File: src/rtl/aas_pkg.sv
package aas_pkg;

    // ----------------------------------------
    // Word layout
    // ----------------------------------------
    localparam int RES_W  = 24;
    localparam int CNT_W  = 16;
    localparam int WORD_W = 40;
    localparam int ACC_W  = 41;
    localparam int NS_W   = 17;

    // ----------------------------------------
    // Read window limits and divisor cap
    // ----------------------------------------
    localparam logic [4:0]  SCK_HOLD_LIMIT = 5'h14;
    localparam logic [4:0]  M_LOG_MAX      = 5'h10;
    localparam logic [16:0] NS_FULL        = 17'h10000;
    localparam logic [16:0] NS_SAT         = 17'h1FFFF;

    // ----------------------------------------
    // Register map
    // ----------------------------------------
    localparam logic [7:0] OFS_CTRL   = 8'h00;
    localparam logic [7:0] OFS_STATUS = 8'h04;
    localparam logic [7:0] OFS_RESULT = 8'h08;
    localparam logic [7:0] OFS_COUNT  = 8'h0C;
    localparam int         CTRL_EN_BIT     = 0;
    localparam logic       CTRL_EN_RST     = 1'b1;
    localparam int         STAT_ACTIVE_BIT = 0;
    localparam int         STAT_CHAIN_BIT  = 1;
    localparam int         STAT_SEL_BIT    = 2;
    localparam int         STAT_SCK_LSB    = 8;

    // ----------------------------------------
    // Read state
    // ----------------------------------------
    typedef enum logic [1:0] {
        RD_IDLE   = 2'b01,
        RD_ACTIVE = 2'b10
    } aas_rd_type;

endpackage

File: src/rtl/aas_top.sv
`timescale 1ns/1ps
module aas_top
    import aas_pkg::*;
(
    // Clock and reset
    input  wire logic        core_clk_i,
    input  wire logic        rst_i,
    // Wishbone slave
    input  wire logic        wb_cyc_i,
    input  wire logic        wb_stb_i,
    input  wire logic        wb_we_i,
    input  wire logic [7:0]  wb_adr_i,
    input  wire logic [3:0]  wb_sel_i,
    input  wire logic [31:0] wb_dat_i,
    output logic             wb_ack_o,
    output logic      [31:0] wb_dat_o,
    // Conversion results from the core
    input  wire logic        conv_valid_i,
    input  wire logic [23:0] conv_data_i,
    output logic             conv_ready_o,
    // Serial link pins
    input  wire logic        sck_i,
    input  wire logic        read_select_or_serial_in_i,
    input  wire logic        chain_i,
    output logic             sdo_o,
    output logic             sdo_oe_o
);

    // ----------------------------------------
    // State
    // ----------------------------------------
    typedef struct packed {
        logic [WORD_W-1:0] io;
        logic [ACC_W-1:0]  acc;
        logic [NS_W-1:0]   n;
        logic [4:0]        sck_cnt;
        aas_rd_type        rd;
        logic              sck_prev;
        logic              ctrl_en;
        logic              ack;
        logic [31:0]       dat;
        logic              sdo;
        logic              oe;
    } aas_top_st_type;

    localparam aas_top_st_type ST_RST = '{
        rd:      RD_IDLE,
        ctrl_en: CTRL_EN_RST,
        default: '0
    };

    aas_top_st_type q;
    aas_top_st_type d;

    // ----------------------------------------
    // Pin synchronisers and conversion buffer
    // ----------------------------------------
    logic [2:0]       lk_s;
    logic             sck_s;
    logic             sel_s;
    logic             chain_s;
    logic             pop_valid;
    logic             pop_ready;
    logic [RES_W-1:0] pop_data;

    // Select idles high: reset must not look like a select
    aas_sync #(
        .W       (3),
        .RST_VAL (3'h2)
    ) u_sync (
        .core_clk_i (core_clk_i),
        .rst_i      (rst_i),
        .async_i    ({chain_i, read_select_or_serial_in_i, sck_i}),
        .sync_o     (lk_s)
    );

    assign sck_s   = lk_s[0];
    assign sel_s   = lk_s[1];
    assign chain_s = lk_s[2];

    // Two entries ride out a shift-clock edge that stalls the averager
    aas_buf #(
        .W (RES_W)
    ) u_buf (
        .core_clk_i  (core_clk_i),
        .rst_i       (rst_i),
        .in_valid_i  (conv_valid_i),
        .in_data_i   (conv_data_i),
        .in_ready_o  (conv_ready_o),
        .out_valid_o (pop_valid),
        .out_data_o  (pop_data),
        .out_ready_i (pop_ready)
    );

    // ----------------------------------------
    // Averaging arithmetic
    // ----------------------------------------
    logic              sck_rise;
    logic              shift_en;
    logic              conv_fire;
    logic              read_ends;
    logic [ACC_W:0]    acc_sum;
    logic [ACC_W-1:0]  acc_new;
    logic [NS_W-1:0]   n_new;
    logic [4:0]        m_log;
    logic [ACC_W-1:0]  avg_full;
    logic [RES_W-1:0]  avg;
    logic [CNT_W-1:0]  cnt_f;
    logic [WORD_W-1:0] load_word;

    function automatic logic [4:0] m_log_of(input logic [NS_W-1:0] n);
        logic [4:0] k;
        k = M_LOG_MAX;
        for (int i = 16; i >= 0; i--) begin
            if ((17'h00001 << i) >= n) begin
                k = 5'(i);
            end
        end
        return k;
    endfunction

    assign sck_rise  = sck_s & ~q.sck_prev;
    // Normal mode with select high drops shift clock edges
    assign shift_en  = sck_rise & (chain_s | ~sel_s);
    // Never pop on a shift edge, so a read start and a sum never collide
    assign pop_ready = q.ctrl_en & ~sck_rise;
    assign conv_fire = pop_valid & pop_ready;
    assign read_ends = (q.sck_cnt == 5'h00)
                     | (q.sck_cnt == SCK_HOLD_LIMIT);

    // Sum saturates rather than wraps on very long averages
    assign acc_sum  = {1'b0, q.acc} + {18'h00000, pop_data};
    assign acc_new  = acc_sum[ACC_W] ? {ACC_W{1'b1}} : acc_sum[ACC_W-1:0];
    assign n_new    = (q.n == NS_SAT) ? q.n : 17'(q.n + 17'h00001);
    assign m_log    = m_log_of(n_new);
    assign avg_full = acc_new >> m_log;
    assign avg      = (|avg_full[ACC_W-1:RES_W]) ? {RES_W{1'b1}}
                                                 : avg_full[RES_W-1:0];
    assign cnt_f    = (n_new > NS_FULL) ? {CNT_W{1'b1}}
                                        : 16'(n_new - 17'h00001);
    assign load_word = {avg, cnt_f};

    // ----------------------------------------
    // Next state
    // ----------------------------------------
    always_comb begin
        d          = q;
        d.sck_prev = sck_s;
        if (shift_en) begin
            if (q.rd == RD_IDLE) begin
                d.rd  = RD_ACTIVE;
                d.acc = '0;
                d.n   = '0;
            end
            // Upstream bit enters at the bottom, forty edges to the top
            d.io = {q.io[WORD_W-2:0], chain_s & sel_s};
            if (q.sck_cnt != SCK_HOLD_LIMIT) begin
                d.sck_cnt = 5'(q.sck_cnt + 5'h01);
            end
        end
        if (conv_fire) begin
            d.acc     = acc_new;
            d.n       = n_new;
            d.sck_cnt = '0;
            if (read_ends) begin
                d.rd = RD_IDLE;
                d.io = load_word;
            end
        end
        d.sdo = d.io[WORD_W-1];
        d.oe  = chain_s | ~sel_s;
        d.ack = wb_cyc_i & wb_stb_i & ~q.ack;
        d.dat = '0;
        if (d.ack && !wb_we_i) begin
            case (wb_adr_i)
                OFS_CTRL: begin
                    d.dat[CTRL_EN_BIT] = q.ctrl_en;
                end
                OFS_STATUS: begin
                    d.dat[STAT_ACTIVE_BIT] = (q.rd == RD_ACTIVE);
                    d.dat[STAT_CHAIN_BIT]  = chain_s;
                    d.dat[STAT_SEL_BIT]    = sel_s;
                    d.dat[STAT_SCK_LSB +: 5] = q.sck_cnt;
                end
                OFS_RESULT: begin
                    d.dat[RES_W-1:0] = q.io[WORD_W-1:CNT_W];
                end
                OFS_COUNT: begin
                    d.dat[CNT_W-1:0] = q.io[CNT_W-1:0];
                end
                default: begin
                    d.dat = '0;
                end
            endcase
        end
        // Write lands at the edge where the master sees ack high
        if (q.ack && wb_cyc_i && wb_stb_i && wb_we_i
                && wb_adr_i == OFS_CTRL && wb_sel_i[0]) begin
            d.ctrl_en = wb_dat_i[CTRL_EN_BIT];
        end
    end

    always_ff @(posedge core_clk_i or posedge rst_i) begin
        if (rst_i) begin
            q <= ST_RST;
        end else begin
            q <= d;
        end
    end

    assign wb_ack_o = q.ack;
    assign wb_dat_o = q.dat;
    assign sdo_o    = q.sdo;
    assign sdo_oe_o = q.oe;
endmodule

File: src/rtl/aas_sync.sv
`timescale 1ns/1ps
module aas_sync
    import aas_pkg::*;
#(
    parameter int           W       = 3,
    parameter logic [W-1:0] RST_VAL = '0
) (
    // Clock and reset
    input  wire logic         core_clk_i,
    input  wire logic         rst_i,
    // Levels from outside the clock domain
    input  wire logic [W-1:0] async_i,
    output logic      [W-1:0] sync_o
);

    typedef struct packed {
        logic [W-1:0] meta;
        logic [W-1:0] stable;
    } aas_sync_st_type;

    aas_sync_st_type q;
    aas_sync_st_type d;

    always_comb begin
        d        = q;
        d.meta   = async_i;
        d.stable = q.meta;
    end

    always_ff @(posedge core_clk_i or posedge rst_i) begin
        if (rst_i) begin
            q <= '{meta: RST_VAL, stable: RST_VAL};
        end else begin
            q <= d;
        end
    end

    assign sync_o = q.stable;

endmodule

File: src/rtl/aas_buf.sv
`timescale 1ns/1ps
module aas_buf
    import aas_pkg::*;
#(
    parameter int W = 24
) (
    // Clock and reset
    input  wire logic         core_clk_i,
    input  wire logic         rst_i,
    // Filling side
    input  wire logic         in_valid_i,
    input  wire logic [W-1:0] in_data_i,
    output logic              in_ready_o,
    // Draining side
    output logic              out_valid_o,
    output logic      [W-1:0] out_data_o,
    input  wire logic         out_ready_i
);

    typedef struct packed {
        logic [1:0][W-1:0] mem;
        logic              wp;
        logic              rp;
        logic [1:0]        cnt;
        logic              full;
        logic              empty;
        logic              rdy;
    } aas_buf_st_type;

    localparam aas_buf_st_type ST_RST = '{
        empty:   1'b1,
        rdy:     1'b1,
        default: '0
    };

    aas_buf_st_type q;
    aas_buf_st_type d;
    logic           push;
    logic           pop;

    assign push = in_valid_i & ~q.full;
    assign pop  = out_ready_i & ~q.empty;

    always_comb begin
        d = q;
        if (push) begin
            d.mem[q.wp] = in_data_i;
            d.wp        = ~q.wp;
        end
        if (pop) begin
            d.rp = ~q.rp;
        end
        d.cnt   = 2'(q.cnt + {1'b0, push} - {1'b0, pop});
        d.full  = (d.cnt == 2'h2);
        d.empty = (d.cnt == 2'h0);
        d.rdy   = (d.cnt != 2'h2);
    end

    always_ff @(posedge core_clk_i or posedge rst_i) begin
        if (rst_i) begin
            q <= ST_RST;
        end else begin
            q <= d;
        end
    end

    assign in_ready_o  = q.rdy;
    assign out_valid_o = ~q.empty;
    assign out_data_o  = q.mem[q.rp];

endmodule

File: config.mk
export PLATFORM = sky130hd
export DESIGN_NAME = aas_top
export DESIGN_NICKNAME = d
export VERILOG_FILES = /design/src/rtl/aas_pkg.sv /design/src/rtl/aas_top.sv /design/src/rtl/aas_sync.sv /design/src/rtl/aas_buf.sv
export SDC_FILE = /design/constraint.sdc
export NUM_CORES = 1
export LEC_CHECK = 0
export BUFFER_PORTS_ARGS = -buffer_cell sky130_fd_sc_hd__buf_2
export CORE_MARGIN = 3
export CORE_UTILIZATION = 60
export DETAILED_ROUTE_END_ITERATION = 7
export PLACE_DENSITY = 0.8
export SLEW_MARGIN = 20
export SYNTH_ARGS = -nofsm -noshare
export SYNTH_HDL_FRONTEND = slang
export SYNTH_SLANG_ARGS = --single-unit
File: constraint.sdc
create_clock -name core_clk_i -period 8.1 [get_ports core_clk_i]
set_input_delay 0.81 -clock core_clk_i [delete_from_list [all_inputs] [get_ports core_clk_i]]
set_output_delay 0.81 -clock core_clk_i [all_outputs]
set_load 0.005 [all_outputs]
Word-level counts from Yosys, hierarchy flattened:

Index checks and enable logic that the tools add are counted.

* $add $sub $neg: 6
* $lt $le $gt $ge: 20
* equal/unequal tests: 10
* shift-type cells: 1
* mux-type cells: 39
* bitwise gates (word level): 18
* reductions and logical operators: 17

Operators by type and width (number)
* $mux 105: 2
* $mux 24: 5
* $mux 5: 17
* $mux 58: 1
* $bwmux 48: 1
* $add 41x24->42: 1
* $mux 41: 1
* $shr 41x5->41: 1
* $mux 40: 1
* $demux 24 s1: 1
* $add 17x1->17 const B: 1
* $eq 17x17->1 const B: 1
* $ge 1x17->1 const A: 1
* $ge 10x17->1 const A: 1
* $ge 11x17->1 const A: 1
* $ge 12x17->1 const A: 1
* $ge 13x17->1 const A: 1
* $ge 14x17->1 const A: 1
* $ge 15x17->1 const A: 1
* $ge 16x17->1 const A: 1
* $ge 2x17->1 const A: 1
* $ge 3x17->1 const A: 1
* $ge 4x17->1 const A: 1
* $ge 5x17->1 const A: 1
* other kinds (38): 66

* register bits: 203
* input port bits: 77
* output and inout bits: 36
* word-level logic and storage cells: 132

Longest topological paths before layout:

Gate-level depths: netlist of the first run.

* depth after elaboration: 24
* gate-level depth with buffers: 23
* mapped depth without buffers: 19

Hierarchy:

Synthesis of the first run repeated with hierarchy kept, for this count alone.

* cells, all modules: 1627
* area, all modules: 14133.6 um^2

By module, submodules not included
* aas_top: instances 1, cells each 1467, area an instance 11492.3 um^2, sequential area each 3330.7 um^2
* aas_buf: instances 1, cells each 153, area an instance 2484.9 um^2, sequential area each 1378.8 um^2
* aas_sync: instances 1, cells each 7, area an instance 156.4 um^2, sequential area each 152.6 um^2

Least setup slack after synthesis of the first run:

OpenSTA, ideal clock, no wires.

* path type: flip-flop to flip-flop
* start point: reg u_buf.q[5] (netlist name)
* end point: reg q[139] (netlist name)
* data arrival time: 5.377 ns
* slack: 2.597 ns
* cell stages (with the launch flop): 22
* clock period less this slack: 5.503 ns
* cells stage by stage: dfrtp_1 -> clkbuf_1 -> clkbuf_1 -> mux2_2 -> ha_1 -> clkbuf_1 -> a21oi_1 -> o21ai_0 -> a2111oi_0 -> o31a_1 -> a2111oi_0 -> nand3_1 -> xnor2_1 -> nor2_1 -> mux2_4 -> a2bb2oi_1 -> o311ai_1 -> a2111oi_2 -> nand3_2 -> nor4_4 -> buf_6 -> a31oi_1

RTL lines
* start, declared: RTL line aas_buf.sv:36 `aas_buf_st_type q;`
* start signal, assigned: RTL line aas_buf.sv:61 `q <= ST_RST;`
* start signal, assigned: RTL line aas_buf.sv:63 `q <= d;`
* end signal, assigned: RTL line aas_top.sv:205 `q <= ST_RST;`
* end signal, assigned: RTL line aas_top.sv:207 `q <= d;`
* end, declared: RTL line aas_top.sv:52 `aas_top_st_type q;`

==> results of run 1 <==
[sequential cells by signal, indices dropped and copies added, names as in the netlist]
register          count
wb_ack_o              1
u_sync.d              3
u_buf.in_ready_o      1
sdo_oe_o              1
u_sync.sync_o         3
u_buf.q              54
q                   107
wb_dat_o             24
[worst reg2reg max path, cell delays in order (launching register included)]
cell and delay, ns:
sky130_fd_sc_hd__dfrtp_1 0.61, sky130_fd_sc_hd__ha_1 0.46, sky130_fd_sc_hd__nand2_2 0.19, sky130_fd_sc_hd__nor2_1 0.28, sky130_fd_sc_hd__nand2_2 0.18, sky130_fd_sc_hd__mux2i_1 0.36
sky130_fd_sc_hd__ha_1 0.27, sky130_fd_sc_hd__and2_1 0.19, sky130_fd_sc_hd__nor2b_1 0.14, sky130_fd_sc_hd__a2bb2oi_1 0.15, sky130_fd_sc_hd__o311ai_1 0.45, sky130_fd_sc_hd__o311ai_2 0.39
sky130_fd_sc_hd__o221ai_4 0.74, sky130_fd_sc_hd__mux2i_1 0.32, sky130_fd_sc_hd__a222oi_1 0.56, sky130_fd_sc_hd__nand2_1 0.18, sky130_fd_sc_hd__o32ai_1 0.31, sky130_fd_sc_hd__nand2_1 0.21
sky130_fd_sc_hd__nor4_4 0.61, sky130_fd_sc_hd__a31oi_1 0.18
[metal layers]
| layer | up-vias | global-route usage, % | part of all wire (%) |
|---|---|---|---|
| li1 | 5853 | - | - |
| met1 | 5967 | 41.4 | 42 |
| met2 | 548 | 51.0 | 48 |
| met3 | 95 | 4.32 | 6.8 |
| met4 | 0 | 11.1 | 3.2 |
| met5 | - | 0 | 0 |
[where the power goes]
part / switching (mW) / total (mW) / internal, mW
clock network: 0.458 / 0.909 / 0.451
registers: 0.0995 / 1.24 / 1.14
logic: 0.589 / 1.04 / 0.450
total: 1.15 / 3.19 / 2.04
[per-stage QoR]
step           cells  hold WS [ns]  area [um2]  power (mW)  utilization [%]
6_report        1904         0.350       14700        3.19             66.2
2_1_floorplan   1630         0.331       13900        2.01                -
3_3_place_gp    1872         0.337       14100        2.24             63.4
4_1_cts         1904         0.358       14700        3.19             66.2
5_1_grt         1904         0.365       14700        3.37             66.2
3_5_place_dp    1872         0.345       14100        2.28             63.4
[final cells by class]
type,instances,area (um2)
Multi-Input combinational cell,1285,8280
Fill cell,1825,7510
Sequential cell,194,4860
Timing Repair Buffer,92,515
Clock buffer,17,425
Tap cell,280,350
Clock inverter,15,204
Inverter,21,86.3
[cells by family after synthesis]
family / count (synthesis)
DFF: 194
buffers and inverters: 151
adders and majority gates: 33
xor gates and xnor gates: 52
and+or+nand+nor: 622
AOI/OAI and AO/OA: 445
muxes: 125
other: 1
[cell usage after synthesis (8+ instances only)]
cell | n | share of area, %
sky130_fd_sc_hd__inv_1 | 21 | 0.57
sky130_fd_sc_hd__a31oi_1 | 18 | 0.81
sky130_fd_sc_hd__nor3_1 | 29 | 1.0
sky130_fd_sc_hd__buf_4 | 35 | 1.9
sky130_fd_sc_hd__nand3_1 | 53 | 1.9
sky130_fd_sc_hd__dfrtp_1 | 188 | 34
sky130_fd_sc_hd__ha_1 | 32 | 2.9
sky130_fd_sc_hd__a22oi_1 | 22 | 1.2
sky130_fd_sc_hd__a2111oi_0 | 8 | 0.51
sky130_fd_sc_hd__o211ai_1 | 10 | 0.54
sky130_fd_sc_hd__and3_1 | 24 | 1.1
sky130_fd_sc_hd__nand4_1 | 19 | 0.86
sky130_fd_sc_hd__mux2i_1 | 41 | 3.0
sky130_fd_sc_hd__mux2_2 | 81 | 6.6
sky130_fd_sc_hd__a21o_1 | 18 | 0.98
sky130_fd_sc_hd__o31ai_1 | 9 | 0.49
sky130_fd_sc_hd__and2_1 | 17 | 0.77
sky130_fd_sc_hd__a32oi_1 | 20 | 1.3
sky130_fd_sc_hd__o21a_1 | 14 | 0.76
sky130_fd_sc_hd__nor2b_1 | 10 | 0.45
sky130_fd_sc_hd__a22o_1 | 8 | 0.51
sky130_fd_sc_hd__clkbuf_1 | 71 | 1.9
sky130_fd_sc_hd__xor2_1 | 16 | 1.0
sky130_fd_sc_hd__and4_1 | 8 | 0.51
sky130_fd_sc_hd__nand2b_1 | 14 | 0.63
sky130_fd_sc_hd__or3_1 | 12 | 0.54
sky130_fd_sc_hd__buf_2 | 17 | 0.61
sky130_fd_sc_hd__nor2_1 | 124 | 3.4
sky130_fd_sc_hd__o22ai_1 | 10 | 0.45
sky130_fd_sc_hd__nand2_1 | 265 | 7.2
sky130_fd_sc_hd__xnor2_1 | 36 | 2.3
sky130_fd_sc_hd__o21ai_0 | 129 | 4.7
sky130_fd_sc_hd__a21oi_1 | 93 | 3.4
[path summary, 6_finish.rpt]
kind / start / end / slack, ns / cells past startpoint
max: q[44] / q[121] / 1.17 / 19
min: u_sync.d[0] / u_sync.sync_o[0] / 0.35 / 0
max reg2reg: q[44] / q[121] / 1.17 / 19
min reg2reg: u_sync.d[0] / u_sync.sync_o[0] / 0.35 / 0
max in group asynchronous: rst_i / u_buf.q[11] / 6.22 / 3
min in group asynchronous: rst_i / u_buf.q[4] / 0.53 / 2
==> out/results.ini, run 1 <==
[sta]
setup-violations-final = 0
finalClockSkew_ns = 0.0148
slew_headroom_pct = 28.3
report.final.hold_viol_count = 0
timing.final.ws_setup_ns = 1.17
final_critical_path_required_period_ns = 6.93
max_clock_freq_mhz = 144
rsz_0062_raised_after_global_routing = false
number_of_max_slew_violations_in_the_final_report = 0
timing_worst_slew_pin_value_ns = 1.05
final_min_period_over_clock_period_pct = 85.6
tns_ns = 0

[synth]
synth_seq_cells = 194
synth_cell_type_count = 106
cells_after_synth = 1623
postSynth.asyncResetShare_pct = 100
count_of_flip_flops_with_a_built_in_enable_after_synthesis = 0
synth-xor-area-share_pct = 3.29
ys_dominant_reg_cell = sky130_fd_sc_hd__dfrtp_1
synth_seq_area_share_pct = 35.1
post_synthesis_mux_area_share_pct = 9.92
fraction_of_the_mapped_netlist_area_in_compound_gates_pct = 21.6
yosys.area_share.simple_pct = 21.5
largest_family_of_logic_cells_by_synthesized_area = compound AO/OA/AOI/OAI gates
avgSynthCellArea_um2 = 8.54
yosys_warnings = 0
post_synth_fa_ha_maj_area_fraction_pct = 3.03
mappedNetlistArea_um2 = 13900

[detailed_routing]
post_drt_via_cell_ratio = 6.55
detail-route-antenna-nets = 0
drcViolationCount = 0
detail_route.first_pass.iterations = 6
totalWireLength_um = 37900
avgRoutedWirePerCell_um = 19.9
drtIter0Drc = 1199
detailroute.via_count = 12500

[place]
io_buffers = 70
globalplace.congestion = 0.986
final_hpwl_dp_um = 27200
post-place-ws_ns = 1.13

[layout]
num_antenna_cells = 0
syn_to_final_growth_pct = 6.27
layout-drive-gt1-share_pct = 16.4
layout_commonest_cell = sky130_fd_sc_hd__nand2_1
most-common-layout-cells = sky130_fd_sc_hd__nand2_1, sky130_fd_sc_hd__dfrtp_1, sky130_fd_sc_hd__o21ai_0
design.final.nets = 1721

[global_routing]
number_of_global_route_vias_before_repair = 12100
global_route.overflow_total = 0
wire_length_of_the_first_global_routing_pass_um = 61800
grt_use_total_pct = 30.7
antenna_found_initial = 0
maximum_number_of_pins_on_one_net_before_global_route_repair = 131

[floorplanning]
area_inside_the_core_boundary_um2 = 22200
pin_count = 113
initial_core_util_pct = 62.3
count_of_standard_cell_rows = 54
dieHeight_um = 158
floorplan.die_area_um2 = 24900
die-width_um = 158

[critical_path]
path_delay_family = compound AO/OA/AOI/OAI gates
worst_path_max_delay_cell = sky130_fd_sc_hd__o221ai_4
worstSetupEndpointType = flip-flop
worstSetupStartpointType = flip-flop
worstPathBufferInverterCount = 0
critical-path-max-stage-delay_ns = 0.74
crit_arrival_ns = 7.22
crit_required_ns = 8.39
cp_cell_sequence = ha_1 > nand2_2 > nor2_1 > nand2_2 > mux2i_1 > ha_1 > and2_1 > nor2b_1 > a2bb2oi_1 > o311ai_1 > o311ai_2 > o221ai_4 > mux2i_1 > a222oi_1 > nand2_1 > o32ai_1 > nand2_1 > nor4_4 > a31oi_1
critical_path_peak_fanout = 22
criticalPathCategory = flip-flop to flip-flop

[clock_tree]
cts.htree.levels = 4
clockBufferDepth = 2
cts.repair.resized = 0
cts_tree = done
postCtsHoldBufs = 0
cts_root_buf = sky130_fd_sc_hd__clkbuf_16
clkTransAtPathRegs_ns = 0.08
post_cts_buffers = 0
clk-insertion-delay-late_ns = 0.46
cts_sinks = 194
cts_inserted_buffers = 17

[power]
ir_drop_uv = 163
power_density_nw_per_um2 = 217
total_leakage_power_nw = 6.57

[hold_path]
hold_path_class = flip-flop to flip-flop

[flow_run]
maxCapViolations = 0

[run_status]
outcome = finished, final reports clean

Note: power is estimated with default switching activity, not from simulation.
==> run 2: changes to the inputs <==
--- a/config.mk
+++ b/config.mk
@@ -5,6 +5,7 @@
 export SDC_FILE = /design/constraint.sdc
 export NUM_CORES = 1
 export LEC_CHECK = 0
+export ABC_AREA = 1
 export BUFFER_PORTS_ARGS = -buffer_cell sky130_fd_sc_hd__buf_2
 export CORE_MARGIN = 3
 export CORE_UTILIZATION = 60
==> run 2 against run 1 <==
Sequential cell count stayed put. Final cell count is 25% higher. Via count increased by 10%. Count of clock-buffer cells in the layout increased by 2. Core utilization shrank 0.46 points. Largest cell class unchanged.
==> out/results.ini, run 2 <==
[synth]
cells_after_synth = 2066
post_synth_main_area_contributors = sky130_fd_sc_hd__dfrtp_1, sky130_fd_sc_hd__nand2_1, sky130_fd_sc_hd__nand3_1, sky130_fd_sc_hd__inv_1, sky130_fd_sc_hd__o21ai_0
synth_most_common_cell = sky130_fd_sc_hd__nand2_1
synth_cell_type_count = 59
yosys_warnings = 0
synth_seq_cells = 194
mappedNetlistArea_um2 = 14100
netlist.top_cell.by_area = sky130_fd_sc_hd__dfrtp_1
synth_seq_area_share_pct = 34.4
postSynth.asyncResetShare_pct = 100
yosysTopAreaCellShare_pct = 33.3
synthTopCellsByCount = sky130_fd_sc_hd__nand2_1, sky130_fd_sc_hd__nand3_1, sky130_fd_sc_hd__inv_1
ys_dominant_reg_cell = sky130_fd_sc_hd__dfrtp_1
avgSynthCellArea_um2 = 6.83
count_of_flip_flops_with_a_built_in_enable_after_synthesis = 0

[critical_path]
criticalPathCategory = flip-flop to flip-flop
critical_path_peak_fanout = 71
timing.rr.end = q[119]
cp-startpoint = q[44]
worstSetupEndpointType = flip-flop
critical-path-max-stage-delay_ns = 0.58
worstSetupStartpointType = flip-flop
crit_required_ns = 8.45
r2r_slack_ns = 1.35
worst_path_max_delay_cell = sky130_fd_sc_hd__dfrtp_1
reg_to_reg_critical_path_startpoint = q[44]
crit_top_cell = sky130_fd_sc_hd__nand2_1
rr_worst_depth = 45
worstSetupEndpoint = q[119]
crit_arrival_ns = 7.10

[clock_tree]
cts_inserted_buffers = 17
cts.htree.levels = 4
clockBufferDepth = 2
clkTransAtPathRegs_ns = 0.09
cts_tree = done
cts_root_buf = sky130_fd_sc_hd__clkbuf_16
cts.repair.resized = 0
clk-insertion-delay-late_ns = 0.46
post_cts_buffers = 0
postCtsHoldBufs = 0
cts_sinks = 194

[detailed_routing]
avgRoutedWirePerCell_um = 16.1
drtIter0Drc = 1547
post_drt_via_cell_ratio = 5.77
totalWireLength_um = 38400
detail_route.first_pass.iterations = 6
detailroute.via_count = 13800
drcViolationCount = 0
detail-route-antenna-nets = 0

[sta]
setup-violations-final = 0
finalClockSkew_ns = 0.0208
final_critical_path_required_period_ns = 6.75
final_min_period_over_clock_period_pct = 83.4
report.final.hold_viol_count = 0
timing_worst_slew_pin_value_ns = 0.934
timing.final.ws_setup_ns = 1.35
max_clock_freq_mhz = 148
rsz_0062_raised_after_global_routing = false
tns_ns = 0
number_of_max_slew_violations_in_the_final_report = 0
slew_headroom_pct = 37.4
hold_ws_ns = 0.356

[flow_run]
maxCapViolations = 0

[layout]
syn_to_final_growth_pct = 6.47
layout-drive-gt1-share_pct = 10.6
num_antenna_cells = 0
largest_register_ff_count = 107
design.final.nets = 2170
max_flop_register = q
final_design_area_no_fill_um2 = 15000
nFillCells = 2082
most-common-layout-cells = sky130_fd_sc_hd__nand2_1, sky130_fd_sc_hd__nand3_1, sky130_fd_sc_hd__inv_1
layout_commonest_cell = sky130_fd_sc_hd__nand2_1

[floorplanning]
pin_count = 113
dieHeight_um = 159
die-width_um = 159
count_of_standard_cell_rows = 55
area_inside_the_core_boundary_um2 = 22800
floorplan.die_area_um2 = 25400
initial_core_util_pct = 61.8

[place]
final_hpwl_dp_um = 27700
placed_area_um2 = 14400
post-place-ws_ns = 1.55
globalplace.congestion = 1.00
io_buffers = 70

[global_routing]
maximum_number_of_pins_on_one_net_before_global_route_repair = 113
grt_use_total_pct = 30.2
antenna_found_initial = 0
global_route.overflow_total = 0
wire_length_of_the_first_global_routing_pass_um = 63600
number_of_global_route_vias_before_repair = 12700

[run_status]
outcome = finished, final reports clean

[hold_path]
hold_path_class = flip-flop to flip-flop

## run 2: cell families after synthesis
logic type	count (synthesis)	share of synthesized area [%]
AND/OR/NAND/NOR	1036	32.1
buffers and inverters	376	11.4
AO/OA/AOI/OAI	356	14.3
flip-flops	194	34.4
XOR/XNOR	46	2.91
adder cells (fa/ha/maj)	33	2.98
multiplexers	24	1.91
other	1	0.0266
## run 2: worst min-delay path by stage
| stage | startpoint | to | slack (ns) | depth (start not counted) |
|---|---|---|---|---|
| after floorplan | u_sync.d[0] | u_sync.sync_o[0] | 0.33 | 0 |
| after global placement | u_sync.d[0] | u_sync.sync_o[0] | 0.33 | 0 |
| after detailed placement | u_sync.d[2] | u_sync.sync_o[2] | 0.34 | 0 |
| after CTS | u_sync.d[2] | u_sync.sync_o[2] | 0.36 | 0 |
| after global routing | u_sync.d[1] | u_sync.sync_o[1] | 0.37 | 0 |
| final | u_sync.d[2] | u_sync.sync_o[2] | 0.36 | 0 |
## run 2: per-stage QoR
step,util (%),cells
2_1_floorplan,-,2073
3_3_place_gp,63.0,2353
3_5_place_dp,63.0,2353
4_1_cts,65.6,2385
5_1_grt,65.8,2386
6_report,65.8,2386
## run 2: per-layer routing
metal	vias up	global-route usage, %	share of wire, %
met4	0	8.32	1.9
met1	6357	44.3	46
li1	6722	-	-
met2	616	46.1	44
met3	63	5.85	8.8
met5	-	0	0
## run 2: cell type report
class | instances | area, um2 | share of cell area, %
multi-input cells | 1503 | 7700 | 51.2
flip-flops and latches | 194 | 4860 | 32.4
inverters | 255 | 967 | 6.44
repair buffers | 89 | 513 | 3.41
clock buffers | 19 | 433 | 2.88
well taps | 313 | 392 | 2.61
clock inverters | 13 | 164 | 1.09
## run 2: worst max-delay path, delay by kind of cell (launching register included)
family	cells	cell delay (ns)
xor gates and xnor gates	1	0.26
and+or+nand+nor	38	4.63
adders and majority gates	2	0.53
DFF	1	0.58
buffers and inverters	4	0.58
Power of run 2 is left out: the tool's default activity adds up to more than one toggle a clock period on the data nets, which glitch-free logic cannot reach.
